### src/rtl/lst_pkg.sv
// lst_pkg: constants for the link self test and page select block
// assumes: one 250 MHz clock, registers reached over a plain register port
package lst_pkg;

	// ------------------------------------------------------------
	// register offsets
	// ------------------------------------------------------------
	localparam logic [7:0] LST_CSI_PAGE_OFS  = 8'h32;
	localparam logic [7:0] LST_RX_PAGE_OFS   = 8'h4c;
	localparam logic [7:0] LST_ERR_TALLY_OFS = 8'h57;
	localparam logic [7:0] LST_CONTROL_OFS   = 8'hb3;
	localparam logic [7:0] LST_RX_DEBUG_OFS  = 8'hd0;

	// ------------------------------------------------------------
	// address ranges
	// ------------------------------------------------------------
	localparam logic [7:0] LST_DIG_LO   = 8'h00;
	localparam logic [7:0] LST_DIG_HI   = 8'h32;
	localparam logic [7:0] LST_CSI_LO   = 8'h33;
	localparam logic [7:0] LST_CSI_HI   = 8'h3a;
	localparam logic [7:0] LST_EQ_LO    = 8'h40;
	localparam logic [7:0] LST_EQ_HI    = 8'h45;
	localparam logic [7:0] LST_RXP_LO   = 8'h46;
	localparam logic [7:0] LST_RXP_HI   = 8'h7f;
	localparam logic [7:0] LST_CDBG_LO  = 8'h90;
	localparam logic [7:0] LST_CDBG_HI  = 8'h9f;
	localparam logic [7:0] LST_IND_LO   = 8'hb0;
	localparam logic [7:0] LST_IND_HI   = 8'hb2;
	localparam logic [7:0] LST_DIG2_LO  = 8'hb3;
	localparam logic [7:0] LST_DIG2_HI  = 8'hbf;
	localparam logic [7:0] LST_RXD_LO   = 8'hd0;
	localparam logic [7:0] LST_RXD_HI   = 8'hdf;
	localparam logic [7:0] LST_RXID_LO  = 8'hf0;
	localparam logic [7:0] LST_RXID_HI  = 8'hf5;
	localparam logic [7:0] LST_PI2C_LO  = 8'hf8;
	localparam logic [7:0] LST_PI2C_HI  = 8'hfb;

	// ------------------------------------------------------------
	// fields and values
	// ------------------------------------------------------------
	localparam int         LST_NPORTS       = 4;
	localparam int         LST_OUT_MODE_HI  = 7;
	localparam int         LST_OUT_MODE_LO  = 6;
	localparam int         LST_CLK_SEL_HI   = 2;
	localparam int         LST_CLK_SEL_LO   = 1;
	localparam int         LST_ENABLE_BIT   = 0;
	localparam int         LST_RX_RSEL_HI   = 5;
	localparam int         LST_RX_RSEL_LO   = 4;
	localparam int         LST_CSI_RSEL_BIT = 4;
	localparam int         LST_FAR_ACT_BIT  = 5;
	localparam logic [7:0] LST_CTRL_START   = 8'h01;
	localparam logic [7:0] LST_CTRL_STOP    = 8'h00;
	localparam logic [1:0] LST_OUT_DISABLED = 2'h0;
	localparam logic [1:0] LST_OUT_ENABLED  = 2'h2;
	localparam logic [7:0] LST_TALLY_NOLOCK = 8'hff;
	localparam logic [7:0] LST_TALLY_MAX    = 8'hfe;
	localparam logic [7:0] LST_SER_CLK_REG  = 8'h14;
	localparam logic [7:0] LST_SER_MODE_REG = 8'h15;
	localparam logic [7:0] LST_SER_MODE_ON  = 8'h01;
	localparam logic [7:0] LST_SER_MODE_OFF = 8'h00;
	localparam logic [7:0] LST_RESET_ZERO   = 8'h00;
	localparam logic [7:0] LST_CSI_PG_RST   = 8'h00;
	localparam logic [7:0] LST_RX_PG_RST    = 8'h00;

	// region decode result
	typedef enum logic [3:0] {
		LST_REG_SHARED, LST_REG_CSI, LST_REG_RXP, LST_REG_RSVD
	} lst_region_e;

endpackage : lst_pkg

### src/rtl/lst_port_checker.sv
// lst_port_checker: error tally and pass flag for one receive port
// assumes: pattern_err strobes come from the link receiver per word
`timescale 1ns/1ns
`default_nettype none
module lst_port_checker (
	input  wire logic       clk,
	input  wire logic       rst,
	input  wire logic       test_start,    // one cycle, test just enabled
	input  wire logic       test_run,      // test is active
	input  wire logic       rx_lock,       // receiver lock level
	input  wire logic       pattern_err,   // one cycle per data error
	output logic [7:0]      tally,         // error tally value
	output logic            pass_n_fail    // low for a cycle per error
);

	logic seen_lock_q;   // lock reached since start
	logic lock_bad_q;    // lock lost after it was gained

	// ------------------------------------------------------------
	// lock tracking
	// ------------------------------------------------------------
	always_ff @(posedge clk or posedge rst) begin
		if (rst) begin
			seen_lock_q <= 1'b0;
			lock_bad_q  <= 1'b0;
		end else if (test_start) begin
			seen_lock_q <= 1'b0;
			lock_bad_q  <= 1'b0;
		end else if (test_run) begin
			if (rx_lock) begin
				seen_lock_q <= 1'b1;
			end else if (seen_lock_q) begin
				lock_bad_q <= 1'b1;  // lost lock
			end
		end
	end

	logic [7:0] count_q;  // ordinary error count

	// ------------------------------------------------------------
	// error count, cleared at start, saturating
	// ------------------------------------------------------------
	always_ff @(posedge clk or posedge rst) begin
		if (rst) begin
			count_q <= lst_pkg::LST_RESET_ZERO;
		end else if (test_start) begin
			count_q <= lst_pkg::LST_RESET_ZERO;
		end else if (test_run && rx_lock && pattern_err &&
			count_q != lst_pkg::LST_TALLY_MAX) begin
			count_q <= count_q + 8'h01;
		end
	end

	// ------------------------------------------------------------
	// registered outputs
	// ------------------------------------------------------------
	always_ff @(posedge clk or posedge rst) begin
		if (rst) begin
			tally       <= lst_pkg::LST_RESET_ZERO;
			pass_n_fail <= 1'b1;
		end else begin
			// no lock ever, or lock lost, reads as all ones
			if (lock_bad_q || (!test_run && !seen_lock_q &&
				count_q == lst_pkg::LST_RESET_ZERO && test_start == 1'b0
				&& tally == lst_pkg::LST_TALLY_NOLOCK))
				tally <= lst_pkg::LST_TALLY_NOLOCK;
			else if (test_run && !seen_lock_q && !rx_lock)
				tally <= lst_pkg::LST_TALLY_NOLOCK;
			else
				tally <= count_q;
			pass_n_fail <= !(test_run && rx_lock && pattern_err);
		end
	end

endmodule : lst_port_checker
`default_nettype wire

### src/rtl/lst_top.sv
// lst_top: link self test control and register page select
// assumes: one register port shared by i2c and control channel,
// a back channel write port to the serializer, per port receivers
`timescale 1ns/1ns
`default_nettype none
module lst_top (
	input  wire logic       clk,
	input  wire logic       rst,
	// register port, i2c and control channel merged ahead of it
	input  wire logic       reg_wr,        // write strobe
	input  wire logic       reg_rd,        // read strobe
	input  wire logic [7:0] reg_addr,      // register offset
	input  wire logic [7:0] reg_wdata,     // write data
	input  wire logic       reg_src_chan,  // 1 = control channel source
	output logic [7:0]      reg_rdata,     // read data
	output logic            reg_rvalid,    // read data valid
	output logic            reg_rsvd_hit,  // access hit reserved space
	// decoded page writes toward the wider register file
	output logic            shared_wr,     // write to a shared block
	output logic [3:0]      rxp_wr_en,     // per rx port write enables
	output logic [1:0]      csi_wr_en,     // per csi port write enables
	output logic [1:0]      rx_rd_sel,     // rx page read select
	output logic            csi_rd_sel,    // csi page read select
	output logic [7:0]      page_addr,     // offset for page write
	output logic [7:0]      page_wdata,    // data for page write
	// back channel register write to the serializer
	output logic            bc_wr,         // write request
	output logic [7:0]      bc_addr,       // serializer register
	output logic [7:0]      bc_wdata,      // serializer data
	input  wire logic       bc_ready,      // back channel takes write
	// per port receiver
	input  wire logic [3:0] rx_lock,       // receiver lock
	input  wire logic [3:0] pattern_err,   // data error strobes
	input  wire logic [3:0] far_active,    // serializer test active
	output logic [3:0]      pass_flag,     // pass indication for gpio
	// output gating
	output logic            test_active,   // test running
	output logic            video_out_en,  // device outputs allowed
	output logic            csi_lp11_hold  // csi held in lp11
);

	// ------------------------------------------------------------
	// address decode
	// ------------------------------------------------------------
	function automatic lst_pkg::lst_region_e region(input logic [7:0] a);
		if (a >= lst_pkg::LST_CSI_LO && a <= lst_pkg::LST_CSI_HI)
			return lst_pkg::LST_REG_CSI;
		if ((a >= lst_pkg::LST_RXP_LO && a <= lst_pkg::LST_RXP_HI) ||
			(a >= lst_pkg::LST_RXD_LO && a <= lst_pkg::LST_RXD_HI))
			return lst_pkg::LST_REG_RXP;
		if (a <= lst_pkg::LST_DIG_HI ||
			(a >= lst_pkg::LST_EQ_LO && a <= lst_pkg::LST_EQ_HI) ||
			(a >= lst_pkg::LST_CDBG_LO && a <= lst_pkg::LST_CDBG_HI) ||
			(a >= lst_pkg::LST_IND_LO && a <= lst_pkg::LST_IND_HI) ||
			(a >= lst_pkg::LST_DIG2_LO && a <= lst_pkg::LST_DIG2_HI) ||
			(a >= lst_pkg::LST_RXID_LO && a <= lst_pkg::LST_RXID_HI) ||
			(a >= lst_pkg::LST_PI2C_LO && a <= lst_pkg::LST_PI2C_HI))
			return lst_pkg::LST_REG_SHARED;
		return lst_pkg::LST_REG_RSVD;
	endfunction : region

	lst_pkg::lst_region_e wr_region;  // region of write address
	lst_pkg::lst_region_e rd_region;  // region of read address
	assign wr_region = region(reg_addr);
	assign rd_region = region(reg_addr);

	// ------------------------------------------------------------
	// page select registers
	// ------------------------------------------------------------
	logic [7:0] csi_page_q;  // csi page select
	logic [7:0] rx_page_q;   // rx page select

	always_ff @(posedge clk or posedge rst) begin
		if (rst) begin
			csi_page_q <= lst_pkg::LST_CSI_PG_RST;
			rx_page_q  <= lst_pkg::LST_RX_PG_RST;
		end else if (reg_wr) begin
			if (reg_addr == lst_pkg::LST_CSI_PAGE_OFS)
				csi_page_q <= reg_wdata;
			if (reg_addr == lst_pkg::LST_RX_PAGE_OFS)
				rx_page_q <= reg_wdata;
		end
	end

	// ------------------------------------------------------------
	// control register and test start/stop
	// ------------------------------------------------------------
	logic [7:0] ctrl_q;        // control register
	logic       run_q;         // test running
	logic       start_pulse;   // test turns on this cycle
	logic       stop_pulse;    // test turns off this cycle
	logic [1:0] clk_sel_q;     // clock select held for the test

	assign start_pulse = reg_wr && reg_addr == lst_pkg::LST_CONTROL_OFS &&
		reg_wdata[lst_pkg::LST_ENABLE_BIT] && !run_q;
	assign stop_pulse = reg_wr && reg_addr == lst_pkg::LST_CONTROL_OFS &&
		!reg_wdata[lst_pkg::LST_ENABLE_BIT] && run_q;

	always_ff @(posedge clk or posedge rst) begin
		if (rst) begin
			ctrl_q <= lst_pkg::LST_RESET_ZERO;
			run_q  <= 1'b0;
		end else if (reg_wr && reg_addr == lst_pkg::LST_CONTROL_OFS) begin
			ctrl_q <= reg_wdata;
			run_q  <= reg_wdata[lst_pkg::LST_ENABLE_BIT];
		end
	end

	// clock select only sampled at start
	always_ff @(posedge clk or posedge rst) begin
		if (rst) begin
			clk_sel_q <= 2'h0;
		end else if (start_pulse) begin
			clk_sel_q <= reg_wdata[lst_pkg::LST_CLK_SEL_HI:
				lst_pkg::LST_CLK_SEL_LO];
		end
	end

	// ------------------------------------------------------------
	// back channel sequencer
	// ------------------------------------------------------------
	typedef enum logic [2:0] {
		LST_BC_IDLE, LST_BC_CLK, LST_BC_MODE, LST_BC_OFF
	} lst_bc_e;
	lst_bc_e bc_state_q;  // sequencer state

	always_ff @(posedge clk or posedge rst) begin
		if (rst) begin
			bc_state_q <= LST_BC_IDLE;
			bc_wr      <= 1'b0;
			bc_addr    <= lst_pkg::LST_RESET_ZERO;
			bc_wdata   <= lst_pkg::LST_RESET_ZERO;
		end else begin
			case (bc_state_q)
				LST_BC_IDLE: begin
					if (start_pulse) begin
						// first write sets pattern clock source
						bc_state_q <= LST_BC_CLK;
						bc_wr      <= 1'b1;
						bc_addr    <= lst_pkg::LST_SER_CLK_REG;
						bc_wdata   <= {5'h00, reg_wdata[lst_pkg::LST_CLK_SEL_HI:
							lst_pkg::LST_CLK_SEL_LO], 1'b0};
					end else if (stop_pulse) begin
						bc_state_q <= LST_BC_OFF;
						bc_wr      <= 1'b1;
						bc_addr    <= lst_pkg::LST_SER_MODE_REG;
						bc_wdata   <= lst_pkg::LST_SER_MODE_OFF;
					end
				end
				LST_BC_CLK: begin
					if (bc_ready) begin
						// then put serializer in test mode
						bc_state_q <= LST_BC_MODE;
						bc_addr    <= lst_pkg::LST_SER_MODE_REG;
						bc_wdata   <= lst_pkg::LST_SER_MODE_ON;
					end
				end
				LST_BC_MODE, LST_BC_OFF: begin
					if (bc_ready) begin
						bc_state_q <= LST_BC_IDLE;
						bc_wr      <= 1'b0;
					end
				end
				default: begin
					bc_state_q <= LST_BC_IDLE;
					bc_wr      <= 1'b0;
				end
			endcase
		end
	end

	// ------------------------------------------------------------
	// per port checkers
	// ------------------------------------------------------------
	logic [7:0] tally [lst_pkg::LST_NPORTS];  // per port tallies
	logic [3:0] pass_raw;                     // checker pass flags

	genvar gi;
	generate
		for (gi = 0; gi < lst_pkg::LST_NPORTS; gi++) begin : g_port
			lst_port_checker u_chk (
				.clk         (clk),
				.rst         (rst),
				.test_start  (start_pulse),
				.test_run    (run_q),
				.rx_lock     (rx_lock[gi]),
				.pattern_err (pattern_err[gi]),
				.tally       (tally[gi]),
				.pass_n_fail (pass_raw[gi])
			);
		end
	endgenerate

	// ------------------------------------------------------------
	// register outputs: pass flags and gating
	// ------------------------------------------------------------
	always_ff @(posedge clk or posedge rst) begin
		if (rst) begin
			pass_flag     <= 4'hf;
			test_active   <= 1'b0;
			video_out_en  <= 1'b1;
			csi_lp11_hold <= 1'b0;
		end else begin
			pass_flag   <= pass_raw;
			test_active <= run_q;
			// outputs gated by mode field while the test runs
			video_out_en <= !run_q || ctrl_q[lst_pkg::LST_OUT_MODE_HI:
				lst_pkg::LST_OUT_MODE_LO] == lst_pkg::LST_OUT_ENABLED;
			// enabled outputs idle in lp11 by default
			csi_lp11_hold <= run_q && ctrl_q[lst_pkg::LST_OUT_MODE_HI:
				lst_pkg::LST_OUT_MODE_LO] == lst_pkg::LST_OUT_ENABLED;
		end
	end

	// ------------------------------------------------------------
	// decoded writes toward paged blocks
	// ------------------------------------------------------------
	always_ff @(posedge clk or posedge rst) begin
		if (rst) begin
			shared_wr  <= 1'b0;
			rxp_wr_en  <= 4'h0;
			csi_wr_en  <= 2'h0;
			page_addr  <= lst_pkg::LST_RESET_ZERO;
			page_wdata <= lst_pkg::LST_RESET_ZERO;
			rx_rd_sel  <= 2'h0;
			csi_rd_sel <= 1'b0;
		end else begin
			// either source reaches every block the same way
			shared_wr  <= reg_wr && wr_region == lst_pkg::LST_REG_SHARED;
			rxp_wr_en  <= (reg_wr && wr_region == lst_pkg::LST_REG_RXP) ?
				rx_page_q[3:0] : 4'h0;
			csi_wr_en  <= (reg_wr && wr_region == lst_pkg::LST_REG_CSI) ?
				csi_page_q[1:0] : 2'h0;
			page_addr  <= reg_addr;
			page_wdata <= reg_wdata;
			rx_rd_sel  <= rx_page_q[lst_pkg::LST_RX_RSEL_HI:
				lst_pkg::LST_RX_RSEL_LO];
			csi_rd_sel <= csi_page_q[lst_pkg::LST_CSI_RSEL_BIT];
		end
	end

	// ------------------------------------------------------------
	// read path
	// ------------------------------------------------------------
	logic [1:0] rsel;  // selected rx port for reads
	assign rsel = rx_page_q[lst_pkg::LST_RX_RSEL_HI:lst_pkg::LST_RX_RSEL_LO];

	always_ff @(posedge clk or posedge rst) begin
		if (rst) begin
			reg_rdata    <= lst_pkg::LST_RESET_ZERO;
			reg_rvalid   <= 1'b0;
			reg_rsvd_hit <= 1'b0;
		end else begin
			reg_rvalid   <= reg_rd;
			reg_rsvd_hit <= (reg_rd || reg_wr) &&
				rd_region == lst_pkg::LST_REG_RSVD;
			if (reg_rd) begin
				case (reg_addr)
					lst_pkg::LST_CSI_PAGE_OFS:  reg_rdata <= csi_page_q;
					lst_pkg::LST_RX_PAGE_OFS:   reg_rdata <= rx_page_q;
					lst_pkg::LST_CONTROL_OFS:   reg_rdata <= ctrl_q;
					lst_pkg::LST_ERR_TALLY_OFS: reg_rdata <= tally[rsel];
					lst_pkg::LST_RX_DEBUG_OFS: begin
						reg_rdata <= {2'h0, far_active[rsel], 5'h00};
					end
					default: reg_rdata <= lst_pkg::LST_RESET_ZERO;
				endcase
			end
		end
	end

endmodule : lst_top
`default_nettype wire

### config.mk
export PLATFORM = sky130hd
export DESIGN_NAME = lst_top
export DESIGN_NICKNAME = d
export VERILOG_FILES = /design/src/rtl/lst_pkg.sv /design/src/rtl/lst_port_checker.sv /design/src/rtl/lst_top.sv
export SDC_FILE = /design/constraint.sdc
export NUM_CORES = 1
export LEC_CHECK = 0
export ABC_CLOCK_PERIOD_IN_PS = 8550
export BUFFER_PORTS_ARGS = -buffer_cell sky130_fd_sc_hd__buf_2
export CORE_MARGIN = 4
export CORE_UTILIZATION = 55
export DETAILED_ROUTE_END_ITERATION = 10
export PLACE_DENSITY = 0.8
export SLEW_MARGIN = 20
export SYNTH_ARGS = -nofsm -noshare
export SYNTH_HDL_FRONTEND = slang
export SYNTH_SLANG_ARGS = --single-unit
export TNS_END_PERCENT = 30
### constraint.sdc
create_clock -name clk -period 8.55 [get_ports clk]
set_input_delay 2.565 -clock clk [delete_from_list [all_inputs] [get_ports clk]]
set_output_delay 2.565 -clock clk [all_outputs]
set_load 0.005 [all_outputs]
# After elaboration in Yosys (flattened, before gate mapping)
# Index checks and enable logic that the tools add are counted.
# word_totals
reg_bits,164
latch_bits,0
mem_bits_rw,0
romBits,0
out_inout_bits,60
elab_cells,294
mem_count,0
# classes
addsub,4
n_mul,0
n_div,0
order_cmp,21
eq_ne,27
n_shift,0
mux,81
n_bitwise,3
reduce_logical,116
# op_table
cell,count
$mux 8,24
$logic_and 1x1->1,55
$eq 8x8->1 const B,6
$ge 8x8->1 const B,6
$le 8x8->1 const B,6
$pmux 8 s5,1
$mux 1,38
$add 8x1->8 const B,4
$logic_not 8->1,4
$ne 8x8->1 const B,4
$pmux 8 s2,2
$mux 4,7
$reduce_bool 2->1,14
$reduce_and 3->1,7
$bmux 8 s2,1
$eq 8x7->1 const B,2
$ge 8x7->1 const B,2
$le 8x6->1 const B,2
$le 8x7->1 const B,2
$logic_not 1->1,14
$logic_or 1x1->1,13
$mux 3,4
$reduce_and 2->1,6
$pmux 3 s3,1
other kinds (20),27

# Logic depth before layout (Yosys ltp)
# depth
word_depth,17
depth_mapped,8

# Modules after synthesis
# From an unflattened synthesis, not the netlist that was laid out.
# hier_totals
hier_cells,613
area_unflattened_um2,6697.7
# modules_own_cells
mod,instances,cells_per_inst,area_each_um2,seq_area_each_um2
lst_port_checker,4,86,868.3,476.7
lst_top,1,269,3224.3,1883.1

# Worst setup path before layout
# OpenSTA, ideal clock, no wires.
# synth_path
path_kind,input -> register
from,input port reg_addr[3]
to,register bc_wdata[0]
setup_time_ps,132
arrival_ps,3853
required_ps,8418
setup_slack_ps,4565
path_stages,7
path_cell_list,buf_6 and4bb_2 and3_1 buf_4 nand2_4 or3_4 a2bb2oi_1
# synth_via
elab_chain_len,6
# synth_lines
element,line,source
start: declaration,lst_top.sv:12,"input wire logic [7:0] reg_addr,"
$eq 8x8->1 (*),"lst_top.sv:94, lst_top.sv:96",
$logic_and 1x1->1 (*),"lst_top.sv:94, lst_top.sv:96",
$logic_and 1x1->1 (on tied branches),"lst_top.sv:96, lst_top.sv:94",
$logic_and 1x1->1 (on tied branches),"lst_top.sv:97, lst_top.sv:95",
$ne 3x2->1 (no line) / $mux 8 (equally long branches),-,
$reduce_and 3->1 (no line) / $pmux 8 s2 (equally long branches),-,
end signal: assignment,lst_top.sv:132,bc_wdata <= lst_pkg::LST_RESET_ZERO;
end signal: assignment,lst_top.sv:141,"bc_wdata <= {5'h00, reg_wdata[lst_pkg::LST_CLK_SEL_HI:"
end signal: assignment,lst_top.sv:147,bc_wdata <= lst_pkg::LST_SER_MODE_OFF;
end: declaration,lst_top.sv:29,"output logic [7:0] bc_wdata,"
# Mark *: on every way between the ends. The rest lies on a longest branch, timed or not.
# A chain may end at the register's enable or synchronous reset.

# Final worst setup path
# layout_path
from,input port reg_addr[3]
to,register g_port[0].u_chk.seen_lock_q
# layout_via
elab_chain_len,6
# layout_lines
element,line,source
$eq 8x8->1 (*),lst_top.sv:94,assign start_pulse = reg_wr && reg_addr == lst_pkg::LST_CONTROL_OFS &&
$logic_and 1x1->1 (*) (2 in a row),lst_top.sv:94,
$logic_and 1x1->1 (*),lst_top.sv:95,reg_wdata[lst_pkg::LST_ENABLE_BIT] && !run_q;
$reduce_bool 2->1 (no line),-,
$reduce_and 2->1 (no line),-,
end signal: assignment,lst_port_checker.sv:24,seen_lock_q <= 1'b0;
end signal: assignment,lst_port_checker.sv:27,seen_lock_q <= 1'b0;
end signal: assignment,lst_port_checker.sv:31,seen_lock_q <= 1'b1;
end: declaration,lst_port_checker.sv:16,logic seen_lock_q;
# Marked as above.

==> reports/results.ini <==
[run_status]
outcome = completed

[setup_path]
cp-end-kind = register
worst-endpoint-arrival_ps = 4910
cp.required_ps = 8800
critPathKind = in2reg
critPathMaxFanout = 37
startpoint_type = primary input

[routing]
route.detailed.drc = 0
vias = 4531
wl_mm = 13.8
ant_nets = 0
post_drt_wl_per_cell_um = 17.3
dr.first_iter.drc_count = 440
vias_per_cell = 5.71
first_pass_iters = 5

[pwr]
ir_drop_mv = 0.170
p_per_area_nw_per_um2 = 240
p_leak_nw = 3.71

[global_route]
grt_pass1_wl_mm = 23.2
overflow = 0
antenna_found_initial = 0
groute.usage.overall_pct = 21.0
first_global_vias = 4573
grt_max_degree = 89

[cells_and_area]
layout.cells.non_filler = 794
n_antenna_cell = 0
final_nets = 685
final_area_um2 = 7690
drive_gt1_share_pct = 29.3
syn2layout_area_growth_pct = 15.7
fillers = 876

[place]
pre_cts_slack_ps = 3500
gp_congestion = 0.820
dpl.hpwl_mm = 9.45
io_buffers = 82
detailed_place.area_um2 = 7100
placed_cells = 763

[logic_synthesis]
syn-cell-area_um2 = 6640
synth-async-reset-ratio_pct = 100
ys_top_cells_by_count = 142 x dfrtp_1, 65 x nor2_1, 29 x inv_1, 29 x nand2_1, 24 x mux2_2
yosysSeqAreaShare_pct = 57.0
synth-edff-count = 0
syn_inst = 557
yosys_warnings = 0
synth_seq_cells = 151
yosysTopAreaCell = dfrtp_1
synthFlopType = dfrtp_1
yosys.cell_types.count = 68
syn_area_per_cell_um2 = 11.9
synth_top_area_share_pct = 53.5
synthTopCellsByArea = dfrtp_1 53%, mux2_2 4.1%, nor2_1 3.7%, dfstp_2 3.6%, xor2_1 2.8%
yosys.cell_count.top_type = dfrtp_1

[timing]
rsz0062_at_grt = false
fin_crit_sh_pct = 54.4
finClkSkew_ps = 6.81
finalSetupViolCount = 0
drv_slew = 0
finalHoldViolCount = 0
fmax_mhz = 215
worst_slack_ps = 3900
hold_slack_ps = 353
relSlewSlack_pct = 26.4
fin_tns_setup_ps = 0
min_period_ps = 4650
worstMarginPinSlew_ps = 1100

[clock_tree]
h-tree-depth = 4
clk_pin_slew_ps = 60
cts_resized = 0
numCtsBuffers = 17
clk_path_buf_depth = 2
hold_buffers = 0
insertion_delay_ps = 420
cts_tree = yes
cts-root-buf = clkbuf_16
cts_sinks = 151
post_cts_buffers = 0

[hold_path]
min_path_type = reg2reg

[floorplan]
num_io_pins = 94
coreArea_um2 = 11600
die-area_um2 = 13900
num_rows = 39
die_height_um = 118
die_w_um = 118
initial_utilization_pct = 57.2

[run]
maxCapViolations = 0

[final timing paths]
check	end	depth (start not counted)	slack [ps]	from
hold / removal	pass_flag[2]	0	350	g_port[2].u_chk.pass_n_fail
min in group asynchronous	test_active	2	2200	rst
max in group asynchronous	g_port[1].u_chk.lock_bad_q	3	5190	rst
hold reg to reg	pass_flag[2]	0	350	g_port[2].u_chk.pass_n_fail
setup / recovery	g_port[0].u_chk.seen_lock_q	6	3900	reg_addr[3]
setup reg to reg	g_port[3].u_chk.count_q[7]	5	6070	ctrl_q[0]
[registers in the layout, indices dropped and copies added, names as in the netlist, 8 cells and up]
name                  cells
page_addr                 8
g_port.u_chk.tally       32
g_port.u_chk.count_q     32
csi_page_q                8
reg_rdata                 8
page_wdata                8
ctrl_q                    8
rx_page_q                 8
[worst max-delay path, stage by stage]
cell      delay, ps
buf_2           160
and4bb_2        340
and3_1          560
nand2_1         310
nor2_4          750
o22ai_1         180
[cells in the final DEF (no fill, tap or decap), types with 15 or more instances in the layout]
master	instances
dfrtp_1	142
or2_2	18
buf_2	82
nand2_1	29
clkbuf_16	17
a31oi_1	15
xor2_1	21
inv_1	28
nand3_1	18
nor2_1	65
mux2_2	24
nand4_1	17
[power breakdown]
group | total [W] | switching (W) | internal [W]
clock | 0.000732 | 0.000286 | 0.000445
sequential | 0.000863 | 0.0000629 | 0.000800
combinational | 0.000249 | 0.000131 | 0.000118
[final cells by class]
cell class / count / area (um^2) / share of cell area [%]
clock buffers: 21 / 460 / 5.99
clock inverters: 10 / 123 / 1.60
inverters: 29 / 114 / 1.48
multi-input cells: 357 / 2600 / 33.8
flip-flops and latches: 151 / 3790 / 49.3
well taps: 143 / 179 / 2.33
repair buffers: 83 / 422 / 5.49
[cell families (layout without fill, tap and decap cells)]
kind of cell | count (synthesis) | count (layout) | synth area share, %
simple gates | 200 | 200 | 16.0
flops | 151 | 151 | 57.0
compound gates | 72 | 72 | 9.60
buf+inv | 58 | 143 | 4.33
mux | 34 | 34 | 6.89
xor+xnor | 29 | 29 | 3.82
fa+ha+maj | 12 | 12 | 2.26
other cells | 1 | 10 | 0.0564
[layer usage]
layer,vias to the layer above,global-route usage [%],routed length [um]
met5,-,0,0
met4,0,8.50,280
met3,28,6.87,822
met2,139,33.7,6960
met1,2254,26.4,5700
li1,2110,-,-
[stage by stage]
step	util [%]	total power [W]
6_report	66.2	0.00184
5_1_grt	66.2	0.00194
4_1_cts	66.2	0.00186
3_5_place_dp	61.1	0.00112
3_3_place_gp	61.1	0.00111
2_1_floorplan	-	0.00104
Note: power is estimated with default switching activity, not from simulation.
